`config.mk`:
```
export PLATFORM = sky130hd
export DESIGN_NAME = cfd_config_decode
export DESIGN_NICKNAME = d
export VERILOG_FILES = /design/src/rtl/cfd_config_decode.v /design/src/rtl/cfd_wdt_policy.v /design/src/rtl/cfd_osc_decode.v
export VERILOG_INCLUDE_DIRS = /design/src /design/src/rtl
export SDC_FILE = /design/constraint.sdc
export NUM_CORES = 1
export LEC_CHECK = 0
export BUFFER_PORTS_ARGS = -buffer_cell sky130_fd_sc_hd__buf_2
export CORE_AREA = 2 2 92 94
export CTS_CLUSTER_DIAMETER = 200
export CTS_CLUSTER_SIZE = 8
export DETAILED_ROUTE_END_ITERATION = 6
export DIE_AREA = 0 0 94 96
export HOLD_SLACK_MARGIN = 0.1
export PLACE_DENSITY = 0.86
export SETUP_SLACK_MARGIN = 0.02
export SYNTH_ARGS = -nofsm -noshare
export SYNTH_HDL_FRONTEND = slang
export SYNTH_SLANG_ARGS = --single-unit
```
`constraint.sdc`:
```
create_clock -name mclk -period 5.8 [get_ports mclk]
set_input_delay 1.16 -clock mclk [delete_from_list [all_inputs] [get_ports mclk]]
set_output_delay 1.16 -clock mclk [all_outputs]
set_load 0.005 [all_outputs]
```
`src/rtl/cfd_map.vh`:
```
// Configuration word layout, calibration addresses and decode constants
`ifndef CFD_MAP_VH
`define CFD_MAP_VH

// Configuration space addresses (24-bit)
`define CFD_ADDR_GAIN_AMP1_TRIM     24'h80_0E48
`define CFD_ADDR_GAIN_AMP2_TRIM     24'h80_0E4C
`define CFD_ADDR_CURRENT_SRC_TRIM   24'h80_0E78
`define CFD_ADDR_PART_ID            24'hFF_0000
`define CFD_ADDR_SILICON_REV        24'hFF_0002

// Loaded configuration word field positions
`define CFD_POSC_LSB       0
`define CFD_WDTPOL_LSB     2
`define CFD_WINOFF_BIT     4
`define CFD_PLLLOCK_BIT    5
`define CFD_PREDIV_BIT     6
`define CFD_POSTDIV_LSB    7
`define CFD_CFG_WIDTH      11

// Trim field widths inside 24-bit words
`define CFD_PGA_TRIM_W     5
`define CFD_ISRC_TRIM_W    6

// Primary oscillator mode codes
`define CFD_POSC_OFF       2'h3
`define CFD_POSC_FAST      2'h2
`define CFD_POSC_STD       2'h1
`define CFD_POSC_DRIVEN    2'h0

// Watchdog policy codes
`define CFD_WDT_ALWAYS     2'h3
`define CFD_WDT_SOFT       2'h2
`define CFD_WDT_ACTIVE     2'h1
`define CFD_WDT_NEVER      2'h0

// Prescale ratios
`define CFD_PRE_LARGE      8'h80
`define CFD_PRE_SMALL      8'h20

`endif

```
`src/rtl/cfd_config_decode.v`:
```
// Configuration loader: latches fuse word, decodes clock/watchdog, serves table reads
`timescale 1ns/100ps

// Notes on behaviour
// - Oscillator field: off, fast, standard, driven
// - Policy 11: watchdog always on, RC on
// - Policy 10: software bit gates watchdog, RC
// - Policy 01: runs when active, stops sleeping
// - Policy 00: watchdog never runs
// - Window-off bit 1 non-window, 0 window
// - Lock bit enables PLL lock
// - Prescaler divides by 128 or 32
// - Postscaler 1111 is 32768, 1110 16384
// - Trim words at fixed configuration addresses
// - Part identifier and revision words readable
module cfd_config_decode
#(
    parameter [15:0] PART_ID_VALUE  = 16'h0A5A,  // Arbitrary identification value
    parameter [15:0] SILICON_REV    = 16'h0001   // Arbitrary revision value
)
(
    // Clock and reset
    input  wire        mclk,
    input  wire        rst,
    // Nonvolatile configuration contents, stable while load_strobe pulses
    input  wire        load_strobe,
    input  wire [10:0] cfg_word,
    input  wire [4:0]  pga1_trim_nv,
    input  wire [4:0]  pga2_trim_nv,
    input  wire [5:0]  isrc_trim_nv,
    // Software and power state
    input  wire        soft_watchdog_on_bit,
    input  wire        sleep_mode,
    // Table read port into configuration space
    input  wire        tbl_rd,
    input  wire [7:0]  table_page_pointer,
    input  wire [15:0] tbl_offset,
    output reg  [23:0] tbl_data,
    output reg         tbl_valid,
    // Decoded oscillator controls
    output wire        posc_enable,
    output wire        fast_crystal_mode,
    output wire        standard_crystal_mode,
    output wire        driven_clock_input_mode,
    output reg         pll_lock_enable,
    // Decoded watchdog controls
    output wire        wdt_run,
    output wire        low_power_rc_osc,
    output reg         wdt_window_mode,
    output reg  [7:0]  wdt_pre_ratio,
    output reg  [15:0] wdt_post_ratio,
    output wire        wdt_prescale_tick,
    output wire        wdt_timeout
);
`include "cfd_map.vh"

    localparam ST_RESET  = 2'b01;
    localparam ST_LOADED = 2'b10;

    reg [1:0]  state;
    reg [10:0] cfg;
    reg [4:0]  pga1_trim;
    reg [4:0]  pga2_trim;
    reg [5:0]  isrc_trim;
    reg [7:0]  pre_cnt;
    reg [15:0] post_cnt;
    reg        pre_tick;
    reg        post_hit;
    reg [23:0] next_tbl_data;

    wire [1:0] primary_osc_mode_field  = cfg[`CFD_POSC_LSB +: 2];
    wire [1:0] watchdog_policy_field   = cfg[`CFD_WDTPOL_LSB +: 2];
    wire       watchdog_window_off_bit = cfg[`CFD_WINOFF_BIT];
    wire       pll_lock_on_bit         = cfg[`CFD_PLLLOCK_BIT];
    wire       watchdog_prediv_bit     = cfg[`CFD_PREDIV_BIT];
    wire [3:0] watchdog_postdiv_field  = cfg[`CFD_POSTDIV_LSB +: 4];
    wire [23:0] tbl_addr               = {table_page_pointer, tbl_offset};
    wire        loaded                 = state[1];

    // Ratio is 2^code; code 1111 gives 32768, 1110 gives 16384
    function [15:0] post_ratio;
        input [3:0] code;
        begin
            post_ratio = 16'h0001 << code;
        end
    endfunction

    cfd_osc_decode u_osc
    (
        .primary_osc_mode_field  (primary_osc_mode_field),
        .posc_enable             (posc_enable),
        .fast_crystal_mode       (fast_crystal_mode),
        .standard_crystal_mode   (standard_crystal_mode),
        .driven_clock_input_mode (driven_clock_input_mode)
    );

    cfd_wdt_policy u_wdt
    (
        .watchdog_policy_field (watchdog_policy_field),
        .soft_watchdog_on_bit  (soft_watchdog_on_bit),
        .sleep_mode            (sleep_mode),
        .wdt_run               (wdt_run),
        .low_power_rc_osc_keep_on          (low_power_rc_osc)
    );

    // Hold the erased (all ones) pattern until loaded, so wdt_run and the RC oscillator
    // stay on (the divider does not count until loaded) and the primary oscillator off until fuses are known.
    always @(posedge mclk or posedge rst)
    begin
        if (rst)
        begin
            state     <= ST_RESET;
            cfg       <= 11'h7FF;
            pga1_trim <= 5'h00;
            pga2_trim <= 5'h00;
            isrc_trim <= 6'h00;
        end
        else
        begin
            case (state)
                ST_RESET:
                begin
                    if (load_strobe)
                    begin
                        cfg       <= cfg_word;
                        pga1_trim <= pga1_trim_nv;
                        pga2_trim <= pga2_trim_nv;
                        isrc_trim <= isrc_trim_nv;
                        state     <= ST_LOADED;
                    end
                end
                ST_LOADED:
                    state <= ST_LOADED;
                default:
                    state <= ST_RESET;
            endcase
        end
    end

    // Registered decode of the single-bit and ratio fields
    always @(posedge mclk or posedge rst)
    begin
        if (rst)
        begin
            wdt_window_mode <= 1'b0;
            pll_lock_enable <= 1'b1;
            wdt_pre_ratio   <= `CFD_PRE_LARGE;
            wdt_post_ratio  <= 16'h8000;
        end
        else
        begin
            wdt_window_mode <= ~watchdog_window_off_bit;
            pll_lock_enable <= pll_lock_on_bit;
            wdt_pre_ratio   <= watchdog_prediv_bit ? `CFD_PRE_LARGE : `CFD_PRE_SMALL;
            wdt_post_ratio  <= post_ratio(watchdog_postdiv_field);
        end
    end

    // Divider chain: prescaler enable pulse feeds the postscaler.
    // Counts are reset when the watchdog stops, as a stopped timer restarts fresh.
    always @(posedge mclk or posedge rst)
    begin
        if (rst)
        begin
            pre_cnt  <= 8'h00;
            post_cnt <= 16'h0000;
            pre_tick <= 1'b0;
            post_hit <= 1'b0;
        end
        else if (!wdt_run || !loaded)
        begin
            pre_cnt  <= 8'h00;
            post_cnt <= 16'h0000;
            pre_tick <= 1'b0;
            post_hit <= 1'b0;
        end
        else
        begin
            pre_tick <= 1'b0;
            post_hit <= 1'b0;
            if (pre_cnt == wdt_pre_ratio - 8'h01)
            begin
                pre_cnt  <= 8'h00;
                pre_tick <= 1'b1;
                if (post_cnt == wdt_post_ratio - 16'h0001)
                begin
                    post_cnt <= 16'h0000;
                    post_hit <= 1'b1;
                end
                else
                    post_cnt <= post_cnt + 16'h0001;
            end
            else
                pre_cnt <= pre_cnt + 8'h01;
        end
    end

    assign wdt_prescale_tick = pre_tick;
    assign wdt_timeout       = post_hit;

    // Table read decode; trims sit in low bits, upper bits read zero
    always @*
    begin
        case (tbl_addr)
            `CFD_ADDR_GAIN_AMP1_TRIM:   next_tbl_data = {19'h0_0000, pga1_trim};
            `CFD_ADDR_GAIN_AMP2_TRIM:   next_tbl_data = {19'h0_0000, pga2_trim};
            `CFD_ADDR_CURRENT_SRC_TRIM: next_tbl_data = {18'h0_0000, isrc_trim};
            `CFD_ADDR_PART_ID:          next_tbl_data = {8'h00, PART_ID_VALUE};
            `CFD_ADDR_SILICON_REV:      next_tbl_data = {8'h00, SILICON_REV};
            default:                    next_tbl_data = 24'h00_0000;
        endcase
    end

    // Firmware relies on these reads to copy trims before enabling modules
    always @(posedge mclk or posedge rst)
    begin
        if (rst)
        begin
            tbl_data  <= 24'h00_0000;
            tbl_valid <= 1'b0;
        end
        else
        begin
            tbl_valid <= tbl_rd;
            if (tbl_rd)
                tbl_data <= next_tbl_data;
        end
    end
endmodule

```
`src/rtl/cfd_wdt_policy.v`:
```
// Watchdog run and low-power oscillator policy decode
`timescale 1ns/100ps
module cfd_wdt_policy
(
    // Configuration and software control
    input  wire [1:0] watchdog_policy_field,
    input  wire       soft_watchdog_on_bit,
    input  wire       sleep_mode,
    // Decoded controls
    output reg        wdt_run,
    output reg        low_power_rc_osc_keep_on
);
`include "cfd_map.vh"

    always @*
    begin
        case (watchdog_policy_field)
            `CFD_WDT_ALWAYS:
            begin
                wdt_run      = 1'b1;
                low_power_rc_osc_keep_on = 1'b1;
            end
            `CFD_WDT_SOFT:
            begin
                wdt_run      = soft_watchdog_on_bit;
                low_power_rc_osc_keep_on = soft_watchdog_on_bit;
            end
            `CFD_WDT_ACTIVE:
            begin
                wdt_run      = ~sleep_mode;
                low_power_rc_osc_keep_on = ~sleep_mode;
            end
            default:
            begin
                wdt_run      = 1'b0;
                low_power_rc_osc_keep_on = 1'b0;
            end
        endcase
    end
endmodule

```
`src/rtl/cfd_osc_decode.v`:
```
// Primary oscillator mode decode into one-hot selects
`timescale 1ns/100ps
module cfd_osc_decode
(
    // Mode field
    input  wire [1:0] primary_osc_mode_field,
    // Oscillator enable and mutually exclusive mode selects
    output reg        posc_enable,
    output reg        fast_crystal_mode,
    output reg        standard_crystal_mode,
    output reg        driven_clock_input_mode
);
`include "cfd_map.vh"

    always @*
    begin
        posc_enable             = 1'b1;
        fast_crystal_mode       = 1'b0;
        standard_crystal_mode   = 1'b0;
        driven_clock_input_mode = 1'b0;
        case (primary_osc_mode_field)
            `CFD_POSC_OFF:    posc_enable             = 1'b0;
            `CFD_POSC_FAST:   fast_crystal_mode       = 1'b1;
            `CFD_POSC_STD:    standard_crystal_mode   = 1'b1;
            default:          driven_clock_input_mode = 1'b1;
        endcase
    end
endmodule

```
Word-level counts from Yosys, hierarchy flattened
Index checks and enable logic that the tools add are counted.
{"block": "word_totals", "word_cells": 63, "in_bits": 57, "reg_bits": 106, "out_inout_bits": 59}
{"block": "op_classes", "eq_ne": 16, "mux": 19, "n_reduce_logical": 6, "n_shift": 1, "add_sub_neg": 4, "bitwise_logic": 2}
{"cell": "24-bit equality test (second input constant)", "n": 5}
{"cell": "12-bit one-hot mux with 5 select lines", "n": 1}
{"cell": "16-bit two-way mux", "n": 3}
{"cell": "8-bit two-way mux", "n": 3}
{"cell": "16-bit by 1-bit adder with 16-bit output (second input constant)", "n": 1}
{"cell": "16-bit equality test", "n": 1}
{"cell": "1-bit by 4-bit left shift with 16-bit output (first input constant)", "n": 1}
{"cell": "16-bit by 1-bit subtractor with 16-bit output (second input constant)", "n": 1}
{"cell": "2-bit equality test (second input constant)", "n": 5}
{"cell": "1-bit two-way mux", "n": 9}
{"cell": "8-bit by 1-bit adder with 8-bit output (second input constant)", "n": 1}
{"cell": "8-bit equality test", "n": 1}
{"cell": "8-bit by 1-bit subtractor with 8-bit output (second input constant)", "n": 1}
{"cell": "2-bit by 1-bit equality test with 1-bit output (second input constant)", "n": 3}
{"cell": "2-bit one-hot mux with 2 select lines", "n": 1}
{"cell": "1-bit one-hot mux with 3 select lines", "n": 1}
{"cell": "3-bit OR reduction", "n": 1}
{"cell": "1-bit zero test", "n": 2}
{"cell": "2-bit two-way mux", "n": 1}
{"cell": "2-bit != test (second input constant)", "n": 1}
{"cell": "1-bit inverter", "n": 2}
{"cell": "2-bit AND reduction", "n": 1}
{"cell": "2-bit nonzero test", "n": 1}
{"cell": "1-bit logical OR", "n": 1}

Logic depth before layout (Yosys ltp)
Gate-level depths: netlist of run 1.
{"block": "depth", "depth_word": 5, "ltp_mapped": 11, "mapped_depth_nobuf": 10}

Cells and area by module
Synthesis of run 1 repeated with hierarchy kept, for this count alone.
{"block": "hier_totals", "hier_cells": 437, "area_unflattened_um2": 4441.8}
{"module": "cfd_config_decode", "seq_area_each_um2": 2095.8, "n_inst": 1, "cells_each": 429, "area_per_inst_um2": 4394.2}
{"module": "cfd_wdt_policy", "seq_area_each_um2": 0.0, "n_inst": 1, "cells_each": 4, "area_per_inst_um2": 25.0}
{"module": "cfd_osc_decode", "seq_area_each_um2": 0.0, "n_inst": 1, "cells_each": 4, "area_per_inst_um2": 22.5}

Worst setup path after synthesis of run 1
OpenSTA, ideal clock, no wires.
{"block": "synth_path", "path_type": "in2reg", "from": "in tbl_offset[12]", "to": "reg tbl_data[0]", "stages": 7, "n_path_buf": 0, "t_required_ns": 5.717, "t_arrival_ns": 2.821, "setup_slack_ns": 2.896, "setup_ns": 0.083, "path_cell_list": "or4b_1 nor4_1 nand4_1 nor4_2 a22o_1 a221oi_1 o22ai_1"}
{"block": "synth_via", "elab_chain_cells": 2, "word_cells_on_any_way": 6, "classes_between": "eq/ne (5); mux (1)"}
{"element": "start: declaration", "line": "cfd_config_decode.v:37", "source": "input wire [15:0] tbl_offset,"}
{"element": "24-bit equality test", "line": "cfd_config_decode.v:204", "source": "case (tbl_addr)"}
{"element": "12-bit one-hot mux with 5 select lines (*)", "line": "cfd_config_decode.v:204"}
{"element": "end signal: assignment", "line": "cfd_config_decode.v:226", "source": "tbl_data <= next_tbl_data;"}
{"element": "end: declaration", "line": "cfd_config_decode.v:38", "source": "output reg [23:0] tbl_data,"}
Mark *: on every way between the ends. The rest lies on a longest branch, timed or not.
A chain may end at the register's enable or synchronous reset.

Worst setup path in the final report of run 1
{"block": "layout_path", "from": "in soft_watchdog_on_bit", "to": "reg post_cnt[15]"}
{"block": "layout_via", "elab_chain_cells": 4, "word_cells_on_any_way": 5, "classes_between": "mux (2); reduce/logical (3)"}
{"element": "start: declaration", "line": "cfd_config_decode.v:32", "source": "input wire soft_watchdog_on_bit,"}
{"element": "1-bit one-hot mux with 3 select lines (*)", "line": "cfd_wdt_policy.v:17", "source": "case (watchdog_policy_field)"}
{"element": "1-bit zero test (*)", "line": "cfd_config_decode.v:170", "source": "else if (!wdt_run || !loaded)"}
{"element": "1-bit logical OR (*)", "line": "cfd_config_decode.v:170"}
{"element": "16-bit two-way mux / 2-bit nonzero test (equally long branches)"}
{"element": "end signal: assignment", "line": "cfd_config_decode.v:191", "source": "post_cnt <= post_cnt + 16'h0001;"}
{"element": "end: declaration", "line": "cfd_config_decode.v:66", "source": "reg [15:0] post_cnt;"}
Marks and branches as above.

==> summary.md, run 1 <==
| Metric | Value |
|---|---|
| Status | finished clean |
| Area grow syn2layout | 14.42% |
| Vias per cell | about 5.8 |
| Clk buf depth | 2 |
| Vias in the first global route | 3757 |
| Post-synth cell types | 64 |
| Vias post-DR | 3809 |
| GR Util All Layers | about a quarter |
| Layout net count | between 600 and 700 |
| Number of I/O pins | around 120 |
| Crit Path Class | in -> reg |
| Routability congestion estimate from global placement | approximately 0.9 |
| Die Area | about 9000 µm² |
| Max-slew headroom | 25.90% |
| Design Area, Final | about 5200 µm² |
| Area of the multi-input gates | about 2200 µm² |
| Critical path startpoint category | primary input |
| Core Util, Final | ~64% |
| Rows | 33 |
| Fraction of registers with async set/reset | 100.0% |
| Total clock sinks | slightly above 80 |
| Leak | 2.453 nW |
| Synth top area share | 37.56% |
| Pwr dens | 207.5 nW/µm² |
| Mean Syn Cell Area | a little under 10 µm² |
| CP cell instances | buf_2, a21oi_1, a21oi_1, nand2_1, nor2_1, nand2_1, o21ai_0 |
| IO buf count | 94 |
| Final hold violations | 0 |
| Post-route setup TNS | 0 ps |
| Worst Hold Class | reg -> reg |
| DP Area | between 4000 and 5000 µm² |
| Synth top area cells | dfrtp_1, dfstp_2, mux2_2 |
| Htree depth | 3 |
| WL per Instance | 15.30 µm |
| Worst path arrival time | 3280 ps |
| CP endpoint kind | flop |
| Worst VDD drop | 0.0001421 V |
| Sequential share of the synthesized area | a little under half |
| MaxCap Viol Count | 0 |
| Filler Cells Inserted | about 640 |
| Clock root cell | clkbuf_8 |
| Die Y | roughly 96 µm |
| Final ANT Viol Nets | 0 |
| Mapped Area | 4531 µm² |
| Post-synth EDFFs | 0 |
| Most frequent cells after synthesis | dfrtp_1, nor2_1, nand2_1 |
| Fraction of layout cells with a size suffix above 1 | just under 30% |
| Most frequent cell after synthesis | dfrtp_1 |
| Setup Viol. Count Final | 0 |
| Drt pass-1 iters | 7 |
| Global-route wire length before repair | between 15000 and 20000 µm |
| CP max stage delay | around 800 ps |
| Setup repair after global routing missed its margin | no |
| Min Hold Slack | roughly 370 ps |
| Delay-heaviest family, CP | simple AND/OR/NAND/NOR gates |
| Initial Util | between 50 and 60% |
| Fin crit share | ~52% |
| Dpl hpwl | ~7800 µm |
| Initial antenna violation count | 0 |
| Sequential Area | 2096 µm² |
| Post-CTS resize count | 0 |
| Diode count | 0 |
| DRT iter0 DRCs | 280 |
| CTS clk-pin slew, worst paths | roughly 90 ps |
| Final Max Tran Viols | 0 |
| Routed wire length | about 10000 µm |
| YS warnings | 0 |
| Clock latency on the worst-skew pair | 340 ps |
| WP buf/inv | 1 |
| FMAX | 329.8 MHz |
| Core ar. | between 8000 and 9000 µm² |
| Total congestion overflow | 0 |
| Setup bufs post-CTS | 0 |
| Chip width | about 94 µm |
| DR DRC count | 0 |
| Worst Tran Pin Value | 1109 ps |
| Clock Skews | ~12 ps |
| CP Max Fanout | 15 |
| CTS Hold Bufs | 0 |
| Yosys top cell by area | dfrtp_1 |
| CTS tree | yes |
| Slowest cell on crit path | nor2_1 |
| Largest net degree at the start of global routing | between 80 and 90 |
| Gate Count Post-Synth | approximately 460 |
| CP required | 6050 ps |
| CTS Buf Count | 9 |
| Top_reg_cell synth | dfrtp_1 |
| Minimum clock period | roughly 3000 ps |
| Seq cells post-synth | a little over 80 |
## final timing paths
path,from,end,slack [ps],depth (start not counted)
worst min register to register,cfg[5],pll_lock_enable,370,0
worst min-delay path,cfg[5],pll_lock_enable,370,0
worst max register to register,wdt_post_ratio[0],post_cnt[9],2900,10
min in group asynchronous,rst,wdt_window_mode,1130,3
worst max-delay path,soft_watchdog_on_bit,post_cnt[15],2770,7
max in group asynchronous,rst,wdt_post_ratio[6],4060,3
## worst reg2reg max path, stage by stage, from the launching register on
cell      delay, ps
dfrtp_1         490
inv_1           100
ha_1            240
nor2b_1         460
nand4_1         230
xnor2_1         170
o21ai_0         240
nand4_1         130
nand4b_4        360
a31oi_1         250
o22ai_1         100
## routing by layer
metal	track usage, %	vias up	share of wire, %
met3	5.090	35	7.2
met4	12.08	0	4.1
met1	27.58	1818	39
met2	40.18	181	50
met5	0	-	0
li1	-	1775	-
## sequential cells by signal, indices dropped and copies added, names as in the netlist
signal,cells
post_cnt,16
wdt_post_ratio,16
cfg,11
pre_cnt,8
tbl_data,7
isrc_trim,6
pga1_trim,5
pga2_trim,5
state,2
wdt_pre_ratio,2
pll_lock_enable,1
tbl_valid,1
wdt_prescale_tick,1
wdt_timeout,1
wdt_window_mode,1
## cells by family after synthesis
kind of cell             after synthesis  synth area share (%)
AND/OR/NAND/NOR                      189                 22.43
flip-flops                            83                 46.26
AO/OA/AOI/OAI                         70                 10.47
buffers and inverters                 61                 7.401
multiplexers                          30                 7.429
XOR/XNOR                              25                 4.833
adder cells (fa/ha/maj)                4                 1.105
other                                  1               0.08277
## layout make-up
| cell class | count | share of cell area (%) |
|---|---|---|
| clock inverters | 6 | 1.859 |
| well taps | 105 | 2.534 |
| multi-input cells | 339 | 41.95 |
| clock buffers | 10 | 2.462 |
| repair buffers | 95 | 9.220 |
| inverters | 21 | 1.545 |
| flip-flops and latches | 83 | 40.43 |
## power breakdown
part | leakage [nW] | internal, W | switching, W
Sequential | 1.08 | 0.000580 | 0.000000524
Combinational | 1.26 | 0.0000163 | 0.0000241
Clock | 0.109 | 0.000248 | 0.000207
Total | 2.45 | 0.000844 | 0.000232
## per-stage QoR
stage          power (W)  cells  setup WS, ps
5_1_grt         0.001122    659          2565
4_1_cts         0.001084    659          2781
3_3_place_gp   0.0006306    643          2630
6_report        0.001076    659          2768
2_1_floorplan  0.0006164    483          2528
3_5_place_dp   0.0006322    643          2423
## placed cells by master (no fill, tap or decap), types with 6 or more instances in the layout
cell | synthesis | layout
nor2_1 | 43 | 43
mux2_2 | 29 | 29
nand4_1 | 11 | 11
a21oi_1 | 10 | 10
and3_1 | 6 | 6
xor2_1 | 12 | 12
dfrtp_1 | 68 | 68
inv_1 | 21 | 20
nor4_1 | 11 | 11
nor3_1 | 16 | 16
buf_2 | 1 | 94
nand3_1 | 27 | 27
dfstp_2 | 15 | 15
clkbuf_8 | 0 | 9
xnor2_1 | 13 | 13
nand2b_1 | 9 | 9
nand2_1 | 36 | 36
o21ai_0 | 9 | 9
o21ai_1 | 10 | 10
conb_1 | 1 | 21
No activity file was read; power rests on OpenSTA's default activity.
==> inputs of run 2 (changes only) <==
--- a/config.mk
+++ b/config.mk
@@ -7,13 +7,13 @@
 export NUM_CORES = 1
 export LEC_CHECK = 0
 export BUFFER_PORTS_ARGS = -buffer_cell sky130_fd_sc_hd__buf_2
-export CORE_AREA = 2 2 92 94
+export CORE_AREA = 2 2 96 98
 export CTS_CLUSTER_DIAMETER = 200
 export CTS_CLUSTER_SIZE = 8
 export DETAILED_ROUTE_END_ITERATION = 6
-export DIE_AREA = 0 0 94 96
+export DIE_AREA = 0 0 98 100
 export HOLD_SLACK_MARGIN = 0.1
-export PLACE_DENSITY = 0.86
+export PLACE_DENSITY = 0.8
 export SETUP_SLACK_MARGIN = 0.02
 export SYNTH_ARGS = -nofsm -noshare
 export SYNTH_HDL_FRONTEND = slang
==> constraint.sdc (replaced) <==
create_clock -name mclk -period 3 [get_ports mclk]
set_input_delay 0.6 -clock mclk [delete_from_list [all_inputs] [get_ports mclk]]
set_output_delay 0.6 -clock mclk [all_outputs]
set_load 0.005 [all_outputs]
==> run 2 against run 1 <==
Against the previous run: power is 83% higher; non-clock buffer count is 6 higher; critical endpoint unchanged; highest routed layer unchanged; worst hold slack worse by 84 ps; core utilization is 5.8 points lower; register-to-register slack worse by 2500 ps; clock skew is 3.2 ps lower; routed wire length is 0.25% lower; clock power is 70% higher; final cell count is 1.8% higher; setup slack worse by 2400 ps; largest cell class unchanged.
==> summary.md, run 2 (synthesis gave the netlist of run 1 again) <==
| Metric | Value |
|---|---|
| Minimum clock period | around 2600 ps |
| CTS tree | yes |
| Post-route setup TNS | 0 ps (unchanged) |
| Dpl hpwl | 7659 µm (-2.4%) |
| WL per Instance | 14.99 µm (-2.0%) |
| Status | finished clean |
| Crit Path Class | reg -> reg |
| Design Power | 0.001974 W (+83%) |
| Worst-case reg-to-reg path depth | 9 (-1) |
| FMAX | roughly 380 MHz |
| Core ar. | 8890 µm² (+10%) |
| GR Util All Layers | 21.59% (-1.7 points) |
| Clock latency on the worst-skew pair | 350 ps (about the same) |
| Int Power | 0.001511 W (+79%) |
| Filler Cells Inserted | 764 (+19%) |
| Critical path startpoint category | flop |
| Max-slew headroom | 59.14% (+33 points) |
| CTS clk-pin slew, worst paths | 90 ps (about the same) |
| Worst path arrival time | 2870 ps (-410 ps) |
| Clock power frac | 39.2% (-3.1 points) |
| Leak | 2.470 nW (+0.71%) |
| Setup Viol. Count Final | 0 (unchanged) |
| Reg-to-reg setup timing slack | 350 ps (-2550 ps) |
| Clock root cell | clkbuf_8 |
| Chip width | 98 µm (+4.3%) |
| DRT iter0 DRCs | 211 (-25%) |
| Clock Skews | 9.157 ps (-3.160 ps) |
| Layout net count | 616 (+0.98%) |
| Initial Util | 50.96% (-5.3 points) |
| Die Area | 9800 µm² (+8.6%) |
| MaxCap Viol Count | 0 (unchanged) |
| Worst VDD drop | 0.0002990 V (+110%) |
| DR DRC count | 0 (unchanged) |
| Post-route setup slack | 350.1 ps (-2418 ps) |
| Final hold violations | 0 (unchanged) |
| Setup repair after global routing missed its margin | no |
| IO buf count | 94 (unchanged) |
| CP endpoint kind | flop |
| Worst Hold Class | in -> async |
| Vias post-DR | 3734 (-2.0%) |
| Worst Tran Pin Value | 608.2 ps (-500.6 ps) |
| Routed wire length | 10060 µm (-0.25%) |
| Fin crit share | between 80% and 90% |
| Sequential share of power | 56.8% (+2.9 points) |
| Switch Pwr | 0.0004632 W (+100%) |
| Largest net degree at the start of global routing | 36 (-57%) |
| Gate power share | 4.0% (+0.2 points) |
| Global-route wire length before repair | 17050 µm (+2.0%) |
| Highest routed metal layer | met4 |
| Die Y | 100 µm (+4.2%) |
| Rows | 35 (+6.1%) |
| Met2 wire length | 5011 µm (-0.60%) |
| Initial antenna violation count | 0 (unchanged) |
| Met3 wire len | 676 µm (-6.5%) |
| Pre-CTS WS | 284.1 ps (-2139 ps) |
| Clk buf depth | 2 (unchanged) |
| R2R Path Start | wdt_post_ratio[3] |
| Drt pass-1 iters | 5 (-2) |
| Most frequent cells in the layout | buf_2, dfrtp_1, nor2_1 |
| CP Max Fanout | 19 (+4) |
| Fraction of layout cells with a size suffix above 1 | 30.71% (+1.1 points) |
| Vias per cell | 5.565 (-3.7%) |
| CP max stage delay | 500 ps (-300 ps) |
| Pwr dens | 378.9 nW/µm² (+83%) |
| FF-to-FF End | post_cnt[15] |
| WL met1 | 4156 µm (+6.5%) |
| Sw frac | 23.47% (+1.9 points) |
| Final ANT Viol Nets | 0 (unchanged) |
| CP required | 3220 ps (-2830 ps) |
| Vias in the first global route | 3640 (-3.1%) |
| Total congestion overflow | 0 (unchanged) |
| Slowest cell on crit path | dfrtp_1 |
| Diode count | 0 (unchanged) |
| Total clock sinks | 83 (unchanged) |
| CP cell instances | nor4_4, buf_4, a21oi_1, o31a_1, a211oi_1, nand4_1, nand4b_4, nand2_1, o21ai_0 |
| Number of I/O pins | 116 (unchanged) |
| Most common cell after layout, fill and taps aside | buf_2 |
| Largest registers | post_cnt: 16 flops, wdt_post_ratio: 16 flops, cfg: 11 flops |
| Final Max Tran Viols | 0 (unchanged) |
| Routability congestion estimate from global placement | 0.9482 (+7.8%) |
| Htree depth | 3 (unchanged) |
| CTS Buf Count | 9 (unchanged) |
| Area grow syn2layout | 15.00% |
run 2: critical path: cells and delay by family, from the launching register on:
kind	cells	cell delay, ps
compound gates	4	690
buf+inv	1	200
flops	1	500
simple gates	4	1120
run 2: power groups by stage:
stage	Sequential, W	Combinational (W)	Clock, W
5_1_grt	0.00112	0.0000911	0.000852
4_1_cts	0.00112	0.0000805	0.000796
3_3_place_gp	0.00114	0.0000782	0
2_1_floorplan	0.00114	0.0000491	0
3_5_place_dp	0.00114	0.0000806	0
6_report	0.00112	0.0000790	0.000774
run 2: worst max path at each step:
| stage | from | endpoint | slack [ps] | depth (start not counted) |
|---|---|---|---|---|
| after floorplan | rst | isrc_trim[0] | 290 | 1 |
| after global placement | tbl_offset[12] | tbl_data[3] | 400 | 7 |
| after detailed placement | tbl_offset[12] | tbl_data[1] | 280 | 7 |
| after CTS | wdt_post_ratio[1] | post_cnt[15] | 360 | 10 |
| after global routing | wdt_post_ratio[3] | post_cnt[9] | 80 | 8 |
| final | wdt_post_ratio[3] | post_cnt[15] | 350 | 9 |
run 2: timing repair:
action | in CTS | in global routing
buffers inserted | 0 | 0
setup endpoints to repair | 0 | 2
hold buffers | 0 | 0
resized for setup | 0 | 1
run 2: routing by layer:
metal | vias up | track usage [%]
met3 | 20 | 4.875
met1 | 1757 | 27.05
met2 | 161 | 36.09
met4 | 0 | 9.615
met5 | - | 0
li1 | 1796 | -
run 2: final cells by class:
type	count	area, µm²	area share [%]
clock buffers	10	148.9	2.858
clock inverters	6	46.29	0.8886
inverters	21	80.08	1.537
multi-input cells	339	2177	41.79
flip-flops and latches	83	2096	40.23
well taps	111	138.9	2.666
repair buffers	101	523.0	10.04
run 2: through the flow:
step	cell area (µm²)	hold slack [ps]	instances	util, %
2_1_floorplan	4606	351.8	483	-
3_3_place_gp	5012	353.7	655	56.38
3_5_place_dp	5012	357.0	655	56.38
4_1_cts	5207	289.0	671	58.58
5_1_grt	5210	318.6	671	58.61
6_report	5210	287.9	671	58.61
==> inputs of run 3 (changes only) <==
--- a/config.mk
+++ b/config.mk
@@ -7,13 +7,13 @@
 export NUM_CORES = 1
 export LEC_CHECK = 0
 export BUFFER_PORTS_ARGS = -buffer_cell sky130_fd_sc_hd__buf_2
-export CORE_AREA = 2 2 96 98
+export CORE_AREA = 2 2 99 101
 export CTS_CLUSTER_DIAMETER = 200
 export CTS_CLUSTER_SIZE = 8
 export DETAILED_ROUTE_END_ITERATION = 6
-export DIE_AREA = 0 0 98 100
+export DIE_AREA = 0 0 101 103
 export HOLD_SLACK_MARGIN = 0.1
-export PLACE_DENSITY = 0.8
+export PLACE_DENSITY = 0.76
 export SETUP_SLACK_MARGIN = 0.02
 export SYNTH_ARGS = -nofsm -noshare
 export SYNTH_HDL_FRONTEND = slang
==> constraint.sdc (replaced) <==
create_clock -name mclk -period 3 [get_ports mclk]
set_input_delay 0.9 -clock mclk [delete_from_list [all_inputs] [get_ports mclk]]
set_output_delay 0.9 -clock mclk [all_outputs]
set_load 0.005 [all_outputs]
==> run 3 against run 2 <==
Against the previous run: via count decreased by 0.88%; final cell count is 0.89% higher; register-to-register slack worse by 20 ps; die area rose by 6.2%; maximum frequency decreased by 0.57%; routed wire length down 0.89%; critical path type unchanged.
==> summary.md, run 3 (synthesis gave the netlist of run 1 again) <==
| Metric | Value |
|---|---|
| CP max stage delay | 500 ps (about the same) |
| Worst path arrival time | 2910 ps (+40 ps) |
| Die Area | 10400 µm² (+6.2%) |
| FMAX | 375.2 MHz (-0.57%) |
| Critical path startpoint category | flop |
| Rows | 36 (+2.9%) |
| Status | finished clean |
| Drt pass-1 iters | 4 (-1) |
| Die Y | 103 µm (+3.0%) |
| Leak | 2.495 nW (+0.98%) |
| Chip width | 101 µm (+3.1%) |
| Diode count | 0 (unchanged) |
| Post-route setup TNS | 0 ps (unchanged) |
| CP Max Fanout | 19 (unchanged) |
| DR DRC count | 0 (unchanged) |
| DRT iter0 DRCs | 211 (unchanged) |
| CP endpoint kind | flop |
| CTS clk-pin slew, worst paths | 80 ps (about the same) |
| Largest net degree at the start of global routing | 54 (+50%) |
| CP cell instances | nor4_4, nor3b_2, xor2_1, o221a_2, o21ai_2, nand4b_4, a31oi_1, o21ai_1 |
| Slowest cell on crit path | dfrtp_1 |
| Worst hold stages | 0 |
| Max-slew headroom | 55.94% (-3.2 points) |
| Layout net count | 619 (+0.49%) |
| Setup bufs post-CTS | 0 (unchanged) |
| Setup repair after global routing missed its margin | no |
| Number of I/O pins | 116 (unchanged) |
| MaxCap Viol Count | 0 (unchanged) |
| CTS Buf Count | 9 (unchanged) |
| Fraction of layout cells with a size suffix above 1 | 30.73% (about the same) |
| Worst Hold Class | reg -> reg |
| Design Power | 0.002059 W (+4.3%) |
| Final ANT Viol Nets | 0 (unchanged) |
| Post-CTS resize count | 0 (unchanged) |
| Vias post-DR | 3701 (-0.88%) |
| Global-route wire length before repair | 16570 µm (-2.8%) |
| Delay-heaviest family, CP | simple AND/OR/NAND/NOR gates |
| Largest registers | post_cnt: 16 flops, wdt_post_ratio: 16 flops, cfg: 11 flops |
| Routed wire length | 9967 µm (-0.89%) |
| Worst VDD drop | 0.0002676 V (-11%) |
| CP required | 3240 ps (+20 ps) |
| Initial Util | 47.90% (-3.1 points) |
| Htree depth | 3 (unchanged) |
| Most frequent cells in the layout | buf_2, dfrtp_1, nor2_1 |
| Worst Tran Pin Value | 658.4 ps (+50.26 ps) |
| Core ar. | 9459 µm² (+6.4%) |
| Reg-to-reg setup timing slack | 340 ps (-20 ps) |
| Clk buf depth | 2 (unchanged) |
| Most common cell after layout, fill and taps aside | buf_2 |
| Area grow syn2layout | 16.24% |
| Vias per cell | 5.467 (-1.8%) |
| WL per Instance | 14.72 µm (-1.8%) |
| Clock Skews | 12.33 ps (+3.173 ps) |
| DP Area | 5054 µm² (+0.82%) |
| Initial antenna violation count | 0 (unchanged) |
| Dpl hpwl | 7689 µm (+0.40%) |
| Clock latency on the worst-skew pair | 350 ps (about the same) |
| Final hold violations | 0 (unchanged) |
| Filler Cells Inserted | 824 (+7.9%) |
| CTS tree | yes |
| Routability congestion estimate from global placement | 0.8914 (-6.0%) |
| Post-route setup slack | 335.1 ps (-15.07 ps) |
| Pre-CTS WS | 21.31 ps (-262.7 ps) |
| GR Util All Layers | 20.26% (-1.3 points) |
| Fin crit share | 88.83% (+0.50 points) |
| Total congestion overflow | 0 (unchanged) |
| Clock root cell | clkbuf_8 |
| WP buf/inv | 0 (-1) |
| Design Area, Final | 5266 µm² (+1.1%) |
| Setup Viol. Count Final | 0 (unchanged) |
| Total clock sinks | 83 (unchanged) |
| Worst path depth | 8 (-1) |
| Crit Path Class | reg -> reg |
| Minimum clock period | 2665 ps (+15.07 ps) |
| CTS Hold Bufs | 0 (unchanged) |
| Pwr dens | 390.9 nW/µm² (+3.2%) |
| IO buf count | 94 (unchanged) |
| Final Max Tran Viols | 0 (unchanged) |
| Vias in the first global route | 3531 (-3.0%) |
| Worst-case reg-to-reg path depth | 8 (-1) |
run 3: layout make-up:
| class | instances | area, µm² | share of cell area, % |
|---|---|---|---|
| inverters | 21 | 82.58 | 1.568 |
| multi-input cells | 339 | 2177 | 41.34 |
| repair buffers | 104 | 558.0 | 10.60 |
| well taps | 114 | 142.6 | 2.708 |
| clock inverters | 5 | 78.83 | 1.497 |
| clock buffers | 11 | 131.4 | 2.495 |
| flip-flops and latches | 83 | 2096 | 39.80 |
run 3: layer usage:
layer / up-vias / global-route usage (%) / share of wire (%)
met3: 16 / 4.542 / 6.0
met4: 0 / 8.212 / 2.2
met2: 131 / 34.05 / 50
li1: 1797 / - / -
met1: 1757 / 25.53 / 42
met5: - / 0 / 0
run 3: worst paths after layout:
kind,endpoint,from
worst min register to register,pll_lock_enable,cfg[5]
worst max-delay path,post_cnt[3],wdt_post_ratio[3]
worst min-delay path,pll_lock_enable,cfg[5]
max in group asynchronous,cfg[8],rst
min in group asynchronous,tbl_data[4],rst
worst max register to register,post_cnt[3],wdt_post_ratio[3]
run 3: where the power goes:
part           switching [W]  internal (W)   total, W
logic              0.0000471     0.0000334  0.0000806
clock network       0.000389      0.000468   0.000857
registers        0.000000663       0.00112    0.00112
total               0.000436       0.00162    0.00206
run 3: worst reg2reg max path: stages, from the launching register on:
cell and delay [ps]:
dfrtp_1 500, nor4_4 440, nor3b_2 370, xor2_1 110, o221a_2 260, o21ai_2 190
nand4b_4 290, a31oi_1 300, o21ai_1 90
run 3: metrics by stage:
stage	std cells	hold WS (ps)	utilization, %
global route	677	376.4	55.67
CTS	677	371.6	55.65
detailed placement	661	359.6	53.43
floorplan	483	351.8	-
finish	677	369.1	55.67
global placement	661	353.5	53.43
